$ cat src/common/sat_pkg.sv
// sat_pkg: constants, mode type and helpers of the segment translation core
// assumes one core clock and a word-wide register port
package sat_pkg;

  localparam int unsigned NSEG = 6;

  // user segment slots, in instruction-encoding order
  localparam logic [2:0] SEG_ES = 3'h0;
  localparam logic [2:0] SEG_CS = 3'h1;
  localparam logic [2:0] SEG_SS = 3'h2;
  localparam logic [2:0] SEG_DS = 3'h3;
  localparam logic [2:0] SEG_FS = 3'h4;
  localparam logic [2:0] SEG_GS = 3'h5;

  // register byte offsets
  localparam logic [6:0] OFS_CTRL = 7'h00;
  localparam logic [6:0] OFS_STAT = 7'h04;
  localparam logic [6:0] OFS_GTB = 7'h08;
  localparam logic [6:0] OFS_GTL = 7'h0c;
  localparam logic [6:0] OFS_LTB = 7'h10;
  localparam logic [6:0] OFS_LTL = 7'h14;
  localparam logic [6:0] OFS_ITB = 7'h18;
  localparam logic [6:0] OFS_ITL = 7'h1c;
  localparam logic [6:0] OFS_TKB = 7'h20;
  localparam logic [6:0] OFS_TKL = 7'h24;
  localparam logic [6:0] OFS_AUX1 = 7'h28;
  localparam logic [6:0] OFS_AUX2 = 7'h2c;
  localparam logic [6:0] OFS_SEL0 = 7'h30;
  localparam logic [6:0] OFS_BASE0 = 7'h48;

  // mode request codes in the control register
  localparam logic [1:0] REQ_REAL = 2'h0;
  localparam logic [1:0] REQ_PROT = 2'h1;
  localparam logic [1:0] REQ_V86 = 2'h2;
  localparam logic [1:0] REQ_LONG = 2'h3;

  // reset values: 64K limit, read/write data attributes
  localparam logic [31:0] RST_LIMIT = 32'h0000ffff;
  localparam logic [7:0] RST_ATTR = 8'h10;
  localparam logic [31:0] RST_TBL_LIMIT = 32'h0000ffff;

  // field positions
  localparam int unsigned ATTR_D = 2;
  localparam int unsigned ATTR_L = 3;
  localparam int unsigned SEL_TI = 2;
  localparam int unsigned SEL_IDX_LO = 3;
  localparam int unsigned DESC_LIMIT_LO = 32;
  localparam int unsigned REAL_ADDR_W = 20;

  typedef enum logic [2:0] {
    SAT_REAL = 3'b000,
    SAT_PROT = 3'b001,
    SAT_COMPAT = 3'b011,
    SAT_LONG = 3'b010,
    SAT_V86 = 3'b110
  } sat_mode_e;

  function automatic logic [31:0] real_base(input logic [15:0] sel);
    real_base = {12'h000, sel, 4'h0};
  endfunction

  // eight-byte entries, so index scaled by 8
  function automatic logic [31:0] tbl_entry(input logic [31:0] base, input logic [12:0] idx);
    tbl_entry = base + {16'h0000, idx, 3'h0};
  endfunction

  function automatic sat_mode_e lm_mode(input logic [7:0] cs_attr);
    lm_mode = cs_attr[ATTR_L] ? SAT_LONG : SAT_COMPAT;
  endfunction

endpackage

$ cat src/common/sat_desc_if.sv
// sat_desc_if: descriptor fetch request and answer inside the core
// assumes start is a one-cycle pulse, done answers it once
`timescale 1ns/1ns
`default_nettype none
interface sat_desc_if;
  logic start;
  logic [31:0] addr;
  logic done;
  logic [63:0] data;
  logic [7:0] attr;
  modport req (output start, output addr, input done, input data, input attr);
  modport rsp (input start, input addr, output done, output data, output attr);
endinterface
`default_nettype wire

$ cat src/core/sat_top.sv
// sat_top: segment translation core with user and system segment state
// assumes pipeline holds no load while seg_busy_o is high
//
// Chosen here: the address-and-strobe port and the address map.
`timescale 1ns/1ns
`default_nettype none
module sat_top
  import sat_pkg::*;
(
  input wire logic clk_i,
  input wire logic reset_i,
  input wire logic [6:0] addr_i,
  input wire logic [31:0] wdata_i,
  input wire logic wr_i,
  input wire logic rd_i,
  output logic [31:0] rdata_o,
  input wire logic seg_load_i,
  input wire logic seg_far_i,
  input wire logic [2:0] seg_idx_i,
  input wire logic [15:0] seg_sel_i,
  output logic seg_busy_o,
  input wire logic vec_event_i,
  input wire logic [7:0] vec_num_i,
  output logic gate_valid_o,
  output logic [31:0] gate_addr_o,
  input wire logic xlat_req_i,
  input wire logic [2:0] xlat_seg_i,
  input wire logic [63:0] xlat_ea_i,
  output logic lin_valid_o,
  output logic [63:0] lin_addr_o,
  output logic lin_fault_o,
  output logic mem_req_o,
  output logic [31:0] mem_addr_o,
  input wire logic mem_ack_i,
  input wire logic [63:0] mem_data_i,
  input wire logic [7:0] mem_attr_i,
  output logic [2:0] mode_o,
  output logic [1:0] cpl_o,
  output logic opsize32_o,
  output logic code64_o
);
  sat_mode_e mode_q;
  logic [15:0] sel_q [NSEG];
  logic [31:0] base_q [NSEG];
  logic [31:0] limit_q [NSEG];
  logic [7:0] attr_q [NSEG];
  logic [31:0] gtb_q, gtl_q, ltb_q, ltl_q, itb_q, itl_q, tkb_q, tkl_q;
  logic busy_q;
  logic [2:0] pend_idx_q;
  logic [15:0] pend_sel_q;
  logic [31:0] rd_d;
  logic real_ish;
  logic long_ish;
  logic ld;
  logic [2:0] ld_idx;
  logic wr_ctrl;
  logic cs_done;
  logic [2:0] xs;

  sat_desc_if dif ();

  assign real_ish = (mode_q == SAT_REAL) || (mode_q == SAT_V86);
  assign long_ish = (mode_q == SAT_COMPAT) || (mode_q == SAT_LONG);
  // loads arriving while a fetch is out are dropped; busy tells the pipe
  assign ld = (seg_load_i || seg_far_i) && !busy_q;
  assign ld_idx = seg_far_i ? SEG_CS : seg_idx_i;
  assign wr_ctrl = wr_i && (addr_i == OFS_CTRL);
  assign cs_done = dif.done && (pend_idx_q == SEG_CS);

  // no table walk while real or v86
  assign dif.start = ld && !real_ish;
  assign dif.addr = tbl_entry(seg_sel_i[SEL_TI] ? ltb_q : gtb_q,
                              seg_sel_i[15:SEL_IDX_LO]);

  sat_desc_fetch u_fetch (
    .clk_i(clk_i),
    .reset_i(reset_i),
    .dif(dif),
    .mem_req_o(mem_req_o),
    .mem_addr_o(mem_addr_o),
    .mem_ack_i(mem_ack_i),
    .mem_data_i(mem_data_i),
    .mem_attr_i(mem_attr_i)
  );

  // mode sequencing
  always_ff @(posedge clk_i) begin
    if (reset_i) begin
      mode_q <= SAT_REAL;
    end else if (mode_q == SAT_V86 && vec_event_i) begin
      mode_q <= SAT_PROT;
    end else if (cs_done && long_ish) begin
      mode_q <= lm_mode(dif.attr);
    end else if (wr_ctrl) begin
      unique case (mode_q)
        SAT_REAL: begin
          if (wdata_i[1:0] == REQ_PROT) begin
            mode_q <= SAT_PROT;
          end
        end
        SAT_PROT: begin
          if (wdata_i[1:0] == REQ_REAL) begin
            mode_q <= SAT_REAL;
          end else if (wdata_i[1:0] == REQ_V86) begin
            mode_q <= SAT_V86;
          end else if (wdata_i[1:0] == REQ_LONG) begin
            mode_q <= lm_mode(attr_q[SEG_CS]);
          end
        end
        SAT_COMPAT, SAT_LONG: begin
          if (wdata_i[1:0] == REQ_PROT) begin
            mode_q <= SAT_PROT;
          end
        end
        SAT_V86: begin
          // v86 leaves only through an interrupt or exception
          mode_q <= SAT_V86;
        end
        default: begin
          mode_q <= SAT_REAL;
        end
      endcase
    end
  end

  // fetch bookkeeping
  always_ff @(posedge clk_i) begin
    if (reset_i) begin
      busy_q <= 1'b0;
      pend_idx_q <= SEG_ES;
      pend_sel_q <= 16'h0000;
    end else if (dif.start) begin
      busy_q <= 1'b1;
      pend_idx_q <= ld_idx;
      pend_sel_q <= seg_sel_i;
    end else if (dif.done) begin
      busy_q <= 1'b0;
    end
  end

  // visible selectors and hidden records
  always_ff @(posedge clk_i) begin
    if (reset_i) begin
      for (int i = 0; i < NSEG; i++) begin
        sel_q[i] <= 16'h0000;
        base_q[i] <= 32'h00000000;
        limit_q[i] <= RST_LIMIT;
        attr_q[i] <= RST_ATTR;
      end
    end else if (dif.done) begin
      sel_q[pend_idx_q] <= pend_sel_q;
      base_q[pend_idx_q] <= dif.data[31:0];
      limit_q[pend_idx_q] <= dif.data[DESC_LIMIT_LO +: 32];
      attr_q[pend_idx_q] <= dif.attr;
    end else if (ld && real_ish) begin
      // limit and attributes stay as they were
      sel_q[ld_idx] <= seg_sel_i;
      base_q[ld_idx] <= real_base(seg_sel_i);
    end else if (wr_i && addr_i == OFS_AUX1) begin
      base_q[SEG_FS] <= wdata_i;
    end else if (wr_i && addr_i == OFS_AUX2) begin
      base_q[SEG_GS] <= wdata_i;
    end
  end

  // system segment registers, writable in any mode
  always_ff @(posedge clk_i) begin
    if (reset_i) begin
      gtb_q <= 32'h00000000;
      gtl_q <= RST_TBL_LIMIT;
      ltb_q <= 32'h00000000;
      ltl_q <= RST_TBL_LIMIT;
      itb_q <= 32'h00000000;
      itl_q <= RST_TBL_LIMIT;
      tkb_q <= 32'h00000000;
      tkl_q <= RST_TBL_LIMIT;
    end else if (wr_i) begin
      unique case (addr_i)
        OFS_GTB: gtb_q <= wdata_i;
        OFS_GTL: gtl_q <= wdata_i;
        OFS_LTB: ltb_q <= wdata_i;
        OFS_LTL: ltl_q <= wdata_i;
        OFS_ITB: itb_q <= wdata_i;
        OFS_ITL: itl_q <= wdata_i;
        OFS_TKB: tkb_q <= wdata_i;
        OFS_TKL: tkl_q <= wdata_i;
        default: begin
        end
      endcase
    end
  end

  // interrupt gate address, eight-byte entries
  always_ff @(posedge clk_i) begin
    if (reset_i) begin
      gate_valid_o <= 1'b0;
      gate_addr_o <= 32'h00000000;
    end else begin
      gate_valid_o <= vec_event_i;
      if (vec_event_i) begin
        gate_addr_o <= tbl_entry(itb_q, {5'h00, vec_num_i});
      end
    end
  end

  // register read mux
  always_comb begin
    rd_d = 32'h00000000;
    unique case (addr_i)
      OFS_CTRL: rd_d = {29'h0, mode_q};
      OFS_STAT: rd_d = {29'h0, busy_q, attr_q[SEG_CS][1:0]};
      OFS_GTB: rd_d = gtb_q;
      OFS_GTL: rd_d = gtl_q;
      OFS_LTB: rd_d = ltb_q;
      OFS_LTL: rd_d = ltl_q;
      OFS_ITB: rd_d = itb_q;
      OFS_ITL: rd_d = itl_q;
      OFS_TKB: rd_d = tkb_q;
      OFS_TKL: rd_d = tkl_q;
      OFS_AUX1: rd_d = base_q[SEG_FS];
      OFS_AUX2: rd_d = base_q[SEG_GS];
      default: begin
        for (int i = 0; i < NSEG; i++) begin
          if (addr_i == OFS_SEL0 + 7'(4 * i)) begin
            rd_d = {16'h0000, sel_q[i]};
          end
          if (addr_i == OFS_BASE0 + 7'(4 * i)) begin
            rd_d = base_q[i];
          end
        end
      end
    endcase
  end

  // data stand only in the cycle after the strobe
  always_ff @(posedge clk_i) begin
    if (reset_i) begin
      rdata_o <= 32'h00000000;
    end else begin
      rdata_o <= rd_i ? rd_d : 32'h00000000;
    end
  end

  // mode, code segment attributes and load busy seen by the pipeline
  always_ff @(posedge clk_i) begin
    if (reset_i) begin
      mode_o <= SAT_REAL;
      cpl_o <= 2'h0;
      opsize32_o <= 1'b0;
      code64_o <= 1'b0;
      seg_busy_o <= 1'b0;
    end else begin
      mode_o <= mode_q;
      cpl_o <= attr_q[SEG_CS][1:0];
      opsize32_o <= attr_q[SEG_CS][ATTR_D];
      code64_o <= (mode_q == SAT_LONG);
      seg_busy_o <= dif.start || (busy_q && !dif.done);
    end
  end

  // unknown slots fall back to the default data segment
  assign xs = (xlat_seg_i > SEG_GS) ? SEG_DS : xlat_seg_i;

  sat_addr_calc u_calc (
    .clk_i(clk_i),
    .reset_i(reset_i),
    .req_i(xlat_req_i),
    .mode_i(mode_q),
    .aux_i(xs == SEG_FS || xs == SEG_GS),
    .base_i(base_q[xs]),
    .limit_i(limit_q[xs]),
    .ea_i(xlat_ea_i),
    .valid_o(lin_valid_o),
    .addr_o(lin_addr_o),
    .fault_o(lin_fault_o)
  );
endmodule // sat_top
`default_nettype wire

$ cat src/core/sat_desc_fetch.sv
// sat_desc_fetch: reads one descriptor from memory per start pulse
// assumes memory answers each req, held here until then, with one ack
`timescale 1ns/1ns
`default_nettype none
module sat_desc_fetch (
  input wire logic clk_i,
  input wire logic reset_i,
  sat_desc_if.rsp dif,
  output logic mem_req_o,
  output logic [31:0] mem_addr_o,
  input wire logic mem_ack_i,
  input wire logic [63:0] mem_data_i,
  input wire logic [7:0] mem_attr_i
);
  always_ff @(posedge clk_i) begin
    if (reset_i) begin
      mem_req_o <= 1'b0;
      mem_addr_o <= 32'h00000000;
    end else if (dif.start && !mem_req_o) begin
      mem_req_o <= 1'b1;
      mem_addr_o <= dif.addr;
    end else if (mem_ack_i) begin
      mem_req_o <= 1'b0;
    end
  end

  always_ff @(posedge clk_i) begin
    if (reset_i) begin
      dif.done <= 1'b0;
      dif.data <= 64'h0;
      dif.attr <= 8'h00;
    end else begin
      dif.done <= mem_req_o && mem_ack_i;
      if (mem_req_o && mem_ack_i) begin
        dif.data <= mem_data_i;
        dif.attr <= mem_attr_i;
      end
    end
  end
endmodule // sat_desc_fetch
`default_nettype wire

$ cat src/core/sat_addr_calc.sv
// sat_addr_calc: forms a linear address from a segment record and mode
// assumes the record is stable in the cycle of the request
`timescale 1ns/1ns
`default_nettype none
module sat_addr_calc
  import sat_pkg::*;
(
  input wire logic clk_i,
  input wire logic reset_i,
  input wire logic req_i,
  input wire sat_mode_e mode_i,
  input wire logic aux_i,
  input wire logic [31:0] base_i,
  input wire logic [31:0] limit_i,
  input wire logic [63:0] ea_i,
  output logic valid_o,
  output logic [63:0] addr_o,
  output logic fault_o
);
  logic [63:0] addr_d;
  logic fault_d;
  logic [REAL_ADDR_W-1:0] real_sum;
  logic [31:0] prot_sum;

  // wrap at 1MB, as the 20-bit bus would
  assign real_sum = REAL_ADDR_W'(base_i + {16'h0000, ea_i[15:0]});
  assign prot_sum = base_i + ea_i[31:0];

  always_comb begin
    addr_d = 64'h0;
    fault_d = 1'b0;
    unique case (mode_i)
      SAT_REAL, SAT_V86: begin
        addr_d = {44'h0, real_sum};
        fault_d = {16'h0000, ea_i[15:0]} > limit_i;
      end
      SAT_PROT, SAT_COMPAT: begin
        addr_d = {32'h0, prot_sum};
        fault_d = (ea_i[63:32] != 32'h0) || (ea_i[31:0] > limit_i);
      end
      SAT_LONG: begin
        // only the two aux segments keep a base; no limit check
        addr_d = aux_i ? ea_i + {32'h0, base_i} : ea_i;
      end
      default: begin
        fault_d = 1'b1;
      end
    endcase
  end

  always_ff @(posedge clk_i) begin
    if (reset_i) begin
      valid_o <= 1'b0;
      addr_o <= 64'h0;
      fault_o <= 1'b0;
    end else begin
      valid_o <= req_i;
      addr_o <= addr_d;
      fault_o <= fault_d;
    end
  end
endmodule // sat_addr_calc
`default_nettype wire

$ cat config.mk
export PLATFORM = sky130hd
export DESIGN_NAME = sat_top
export DESIGN_NICKNAME = d
export VERILOG_FILES = /design/src/common/sat_pkg.sv /design/src/common/sat_desc_if.sv /design/src/core/sat_top.sv /design/src/core/sat_desc_fetch.sv /design/src/core/sat_addr_calc.sv
export SDC_FILE = /design/constraint.sdc
export NUM_CORES = 2
export LEC_CHECK = 0
export BUFFER_PORTS_ARGS = -buffer_cell sky130_fd_sc_hd__clkbuf_2
export CAP_MARGIN = 20
export CORE_MARGIN = 1.5
export CORE_UTILIZATION = 49
export DETAILED_ROUTE_END_ITERATION = 10
export GPL_TIMING_DRIVEN = 0
export PLACE_DENSITY = 0.76
export RECOVER_POWER = 100
export SYNTH_ARGS = -nofsm -noshare
export SYNTH_HDL_FRONTEND = slang
export SYNTH_SLANG_ARGS = --single-unit
$ cat constraint.sdc
create_clock -name clk_i -period 8.45 [get_ports clk_i]
set_input_delay 0.4225 -clock clk_i [delete_from_list [all_inputs] [get_ports clk_i]]
set_output_delay 0.4225 -clock clk_i [all_outputs]
set_load 0.01 [all_outputs]
==> impl_metrics.json <==
{
  "tightest_slew_ns": 3.245,
  "cts_sinks": 1004,
  "rsz0062_at_grt": "false",
  "min_period_over_period": 0.8967,
  "grt_remaining_overflow": 0,
  "critPathLaunchType": "input port",
  "drt-wirelength-per-cell_um": 30.28,
  "ys_top_cells_by_count": "nand2_1 (858), dfxtp_1 (520), edfxtp_1 (484)",
  "crit_type": "in2reg",
  "fp.dieW_um": 312.3,
  "cts_buffer_depth": 3,
  "post-route-util": 0.5732,
  "dieArea_um2": 97520,
  "synth_most_common_cell": "nand2_1",
  "comb_power_share": 0.086,
  "core-area_um2": 94870,
  "synth_warnings": 0,
  "min_path_type": "in2reg",
  "avgSynthCellArea_um2": 9.696,
  "synthFlopType": "dfxtp_1",
  "p_leak_nw": 19.14,
  "ys_types": 84,
  "dpl_cell_area_um2": 50510,
  "vias": 44080,
  "seq_area_frac_synth": 0.5322,
  "die_h_um": 312.3,
  "slew_headroom": -1.164,
  "slew_violations": 306,
  "synth_top_area_share": 0.3101,
  "totalWireLength_um": 204300,
  "ys_async_sr_fraction": 0,
  "root_buffer": "clkbuf_16",
  "startpoint": "xlat_seg_i[1]",
  "crit_slowest_cell": "clkbuf_1",
  "cp.arrival_ns": 8.18,
  "syn_to_final_growth_pct": 16.03,
  "pwr_density_cell_nw_per_um2": 205.9,
  "fin_worst_skew_ns": 0.04054,
  "min_period_ns": 7.577,
  "violations": "capacitance limit, slew limit",
  "grt_max_degree": 33,
  "cts_tree": "yes",
  "slowest_delay_ns": 0.79,
  "pwr-share-seq": 0.472,
  "clock_power_share": 0.442,
  "grt_pass1_vias": 40870,
  "critPathMaxFanout": 10,
  "setup_viol": 0,
  "required_ns": 9.05,
  "endpoint_kind": "flip-flop",
  "cts_setup_buffers": 0,
  "grt_pass1_wl_um": 285600,
  "p_int_mw": 8.345,
  "num-nets-final": 5688,
  "syn-num-nets": 5141,
  "clk_pin_slew_ns": 0.06,
  "ys_ff_latch": 1004,
  "ctsHtreeMaxLevel": 3,
  "r2r_start": "mode_q[2]",
  "swShare": 0.2546,
  "synth_edf_count": 484,
  "hpwl_um": 152500,
  "syn-instance-count": 4834,
  "grt_usage": 0.4054,
  "initial_core_util": 0.4940,
  "grt_antenna_before_repair": 12,
  "synth_top_area_cell": "edfxtp_1",
  "netSwitchingPower_mw": 2.850,
  "portBuffers": 345,
  "dr.pass1.iters": 9,
  "worstHoldStart": "mem_data_i[0]",
  "rows": 113,
  "stdcell_area_um2": 54380,
  "drtIter0Drc": 7907,
  "crit_path_frequent_cell": "clkbuf_1",
  "synth.area.top_cells": "edfxtp_1 (31%), dfxtp_1 (22%), nand2_1 (6.9%), a21oi_1 (3.8%), nor2_1 (3.6%)",
  "setup_tns_ns": 0,
  "cts_made_buffers": 106,
  "syn_area_um2": 46870,
  "ir_drop_v": 0.0002141,
  "drc": 0,
  "max_cap_viol_count": 13,
  "ant_nets": 0,
  "fmax_mhz": 132.0,
  "timing_hold_violations_final": 0,
  "n_fill_cell": 8435,
  "via_per_inst": 6.534,
  "gp_congestion": 1.063,
  "insertion_delay_ns": 0.71,
  "drive_gt1_frac": 0.07927,
  "path_cells": "clkbuf_1 > clkbuf_1 > clkbuf_1 > clkbuf_1 > clkbuf_1 > clkbuf_1 > nand3_1 > o221ai_1 > ha_1 > a21oi_1 > nor3b_1 > a211oi_1 > nand3_1 > a31oi_1 > or4_1 > clkbuf_1 > a21oi_1 > nand4_1 > mux2i_1",
  "pin_count": 386,
  "outcome": "finished with violations"
}
[kinds of logic after synthesis]
| logic type | Yosys count | share of synthesized area |
|---|---|---|
| AOI/OAI and AO/OA | 1133 | 0.1649 |
| DFF | 1004 | 0.5322 |
| muxes | 206 | 0.05021 |
| adders and majority gates | 93 | 0.02531 |
| xor gates and xnor gates | 81 | 0.01514 |
| and+or+nand+nor | 1867 | 0.1757 |
| buffers and inverters | 450 | 0.03655 |
[cell usage in the layout, fill, tap and decap left out, types with 61 or more instances in the layout]
cell	Yosys	final
inv_1	76	76
clkbuf_1	327	561
o21ai_0	104	147
a22o_1	125	125
edfxtp_1	484	484
ha_1	90	90
a22oi_1	128	128
xnor2_1	61	61
mux2i_1	162	162
nor2_1	450	450
a221oi_1	61	61
dfxtp_1	520	520
a21oi_1	358	359
clkbuf_2	0	169
nand2_1	858	858
dlygate4sd3_1	0	71
nand2b_1	85	85
clkbuf_16	0	112
nand3_1	170	171
[power groups by stage]
| stage | logic, mW | registers [mW] | clock network [mW] |
|---|---|---|---|
| global route | 1.01 | 5.28 | 5.09 |
| detailed placement | 0.920 | 5.37 | 0 |
| CTS | 0.950 | 5.27 | 4.90 |
| global placement | 0.897 | 5.38 | 0 |
| finish | 0.968 | 5.28 | 4.95 |
| floorplan | 0.504 | 5.35 | 0 |
[path summary, 6_finish.rpt]
check	to	slack (ns)	cells after the start
worst max-delay path	u_calc.addr_o[56]	0.87	19
worst min-delay path	u_fetch.dif.data[0]	0.02	2
worst max register to register	base_q[1][4]	1.94	11
worst min register to register	u_fetch.mem_addr_o[12]	0.46	2
[worst max-delay path, delay by kind of cell]
kind | cells | cell delay [ns]
adder cells (fa/ha/maj) | 1 | 0.42
AO/OA/AOI/OAI | 5 | 1.78
AND/OR/NAND/NOR | 5 | 1.07
buffers and inverters | 7 | 4.12
multiplexers | 1 | 0.32
[final cells by class]
cell class | count | area [um2] | share of cell area
sequential | 1004 | 24940 | 0.4587
multi-input combinational | 3380 | 20120 | 0.3699
clock buffer | 144 | 3023 | 0.05559
timing repair buffer | 439 | 2367 | 0.04353
tap | 1265 | 1583 | 0.02910
buffer | 373 | 1410 | 0.02593
clock inverter | 58 | 635.6 | 0.01169
inverter | 77 | 289.0 | 0.005315
antenna | 6 | 15.01 | 0.0002761
[state kept, by name, indices dropped and copies added (netlist names), 64 cells and up]
name	count
base_q	192
limit_q	192
sel_q	96
u_calc.addr_o	64
u_fetch.dif.data	64
[metal layers]
metal,wire [um],GRT usage,vias up,part of all wire
met5,113,0,-,0.00055
met4,16730,0.2894,8,0.082
met3,27540,0.1125,821,0.13
met2,85660,0.5881,3650,0.42
met1,74240,0.5217,21010,0.36
li1,-,-,18590,-
[timing repair]
action                                 CTS  global route
endpoints found under the hold margin   71             0
hold buffers                            71             0
resized for setup                        0             0
[metrics by stage]
stage | setup slack, ns | instances | power [mW] | hold slack, ns
final | 0.8726 | 6746 | 11.20 | 0.01542
after global routing | 0.8614 | 6745 | 11.38 | 0.02076
after CTS | 1.973 | 6733 | 11.12 | 0.001713
after detailed placement | 1.267 | 6460 | 6.295 | 0.4461
after global placement | 1.219 | 6444 | 6.274 | 0.4412
after floorplan | 3.900 | 4834 | 5.856 | 0.4285
(Power assumes the default switching activity.)
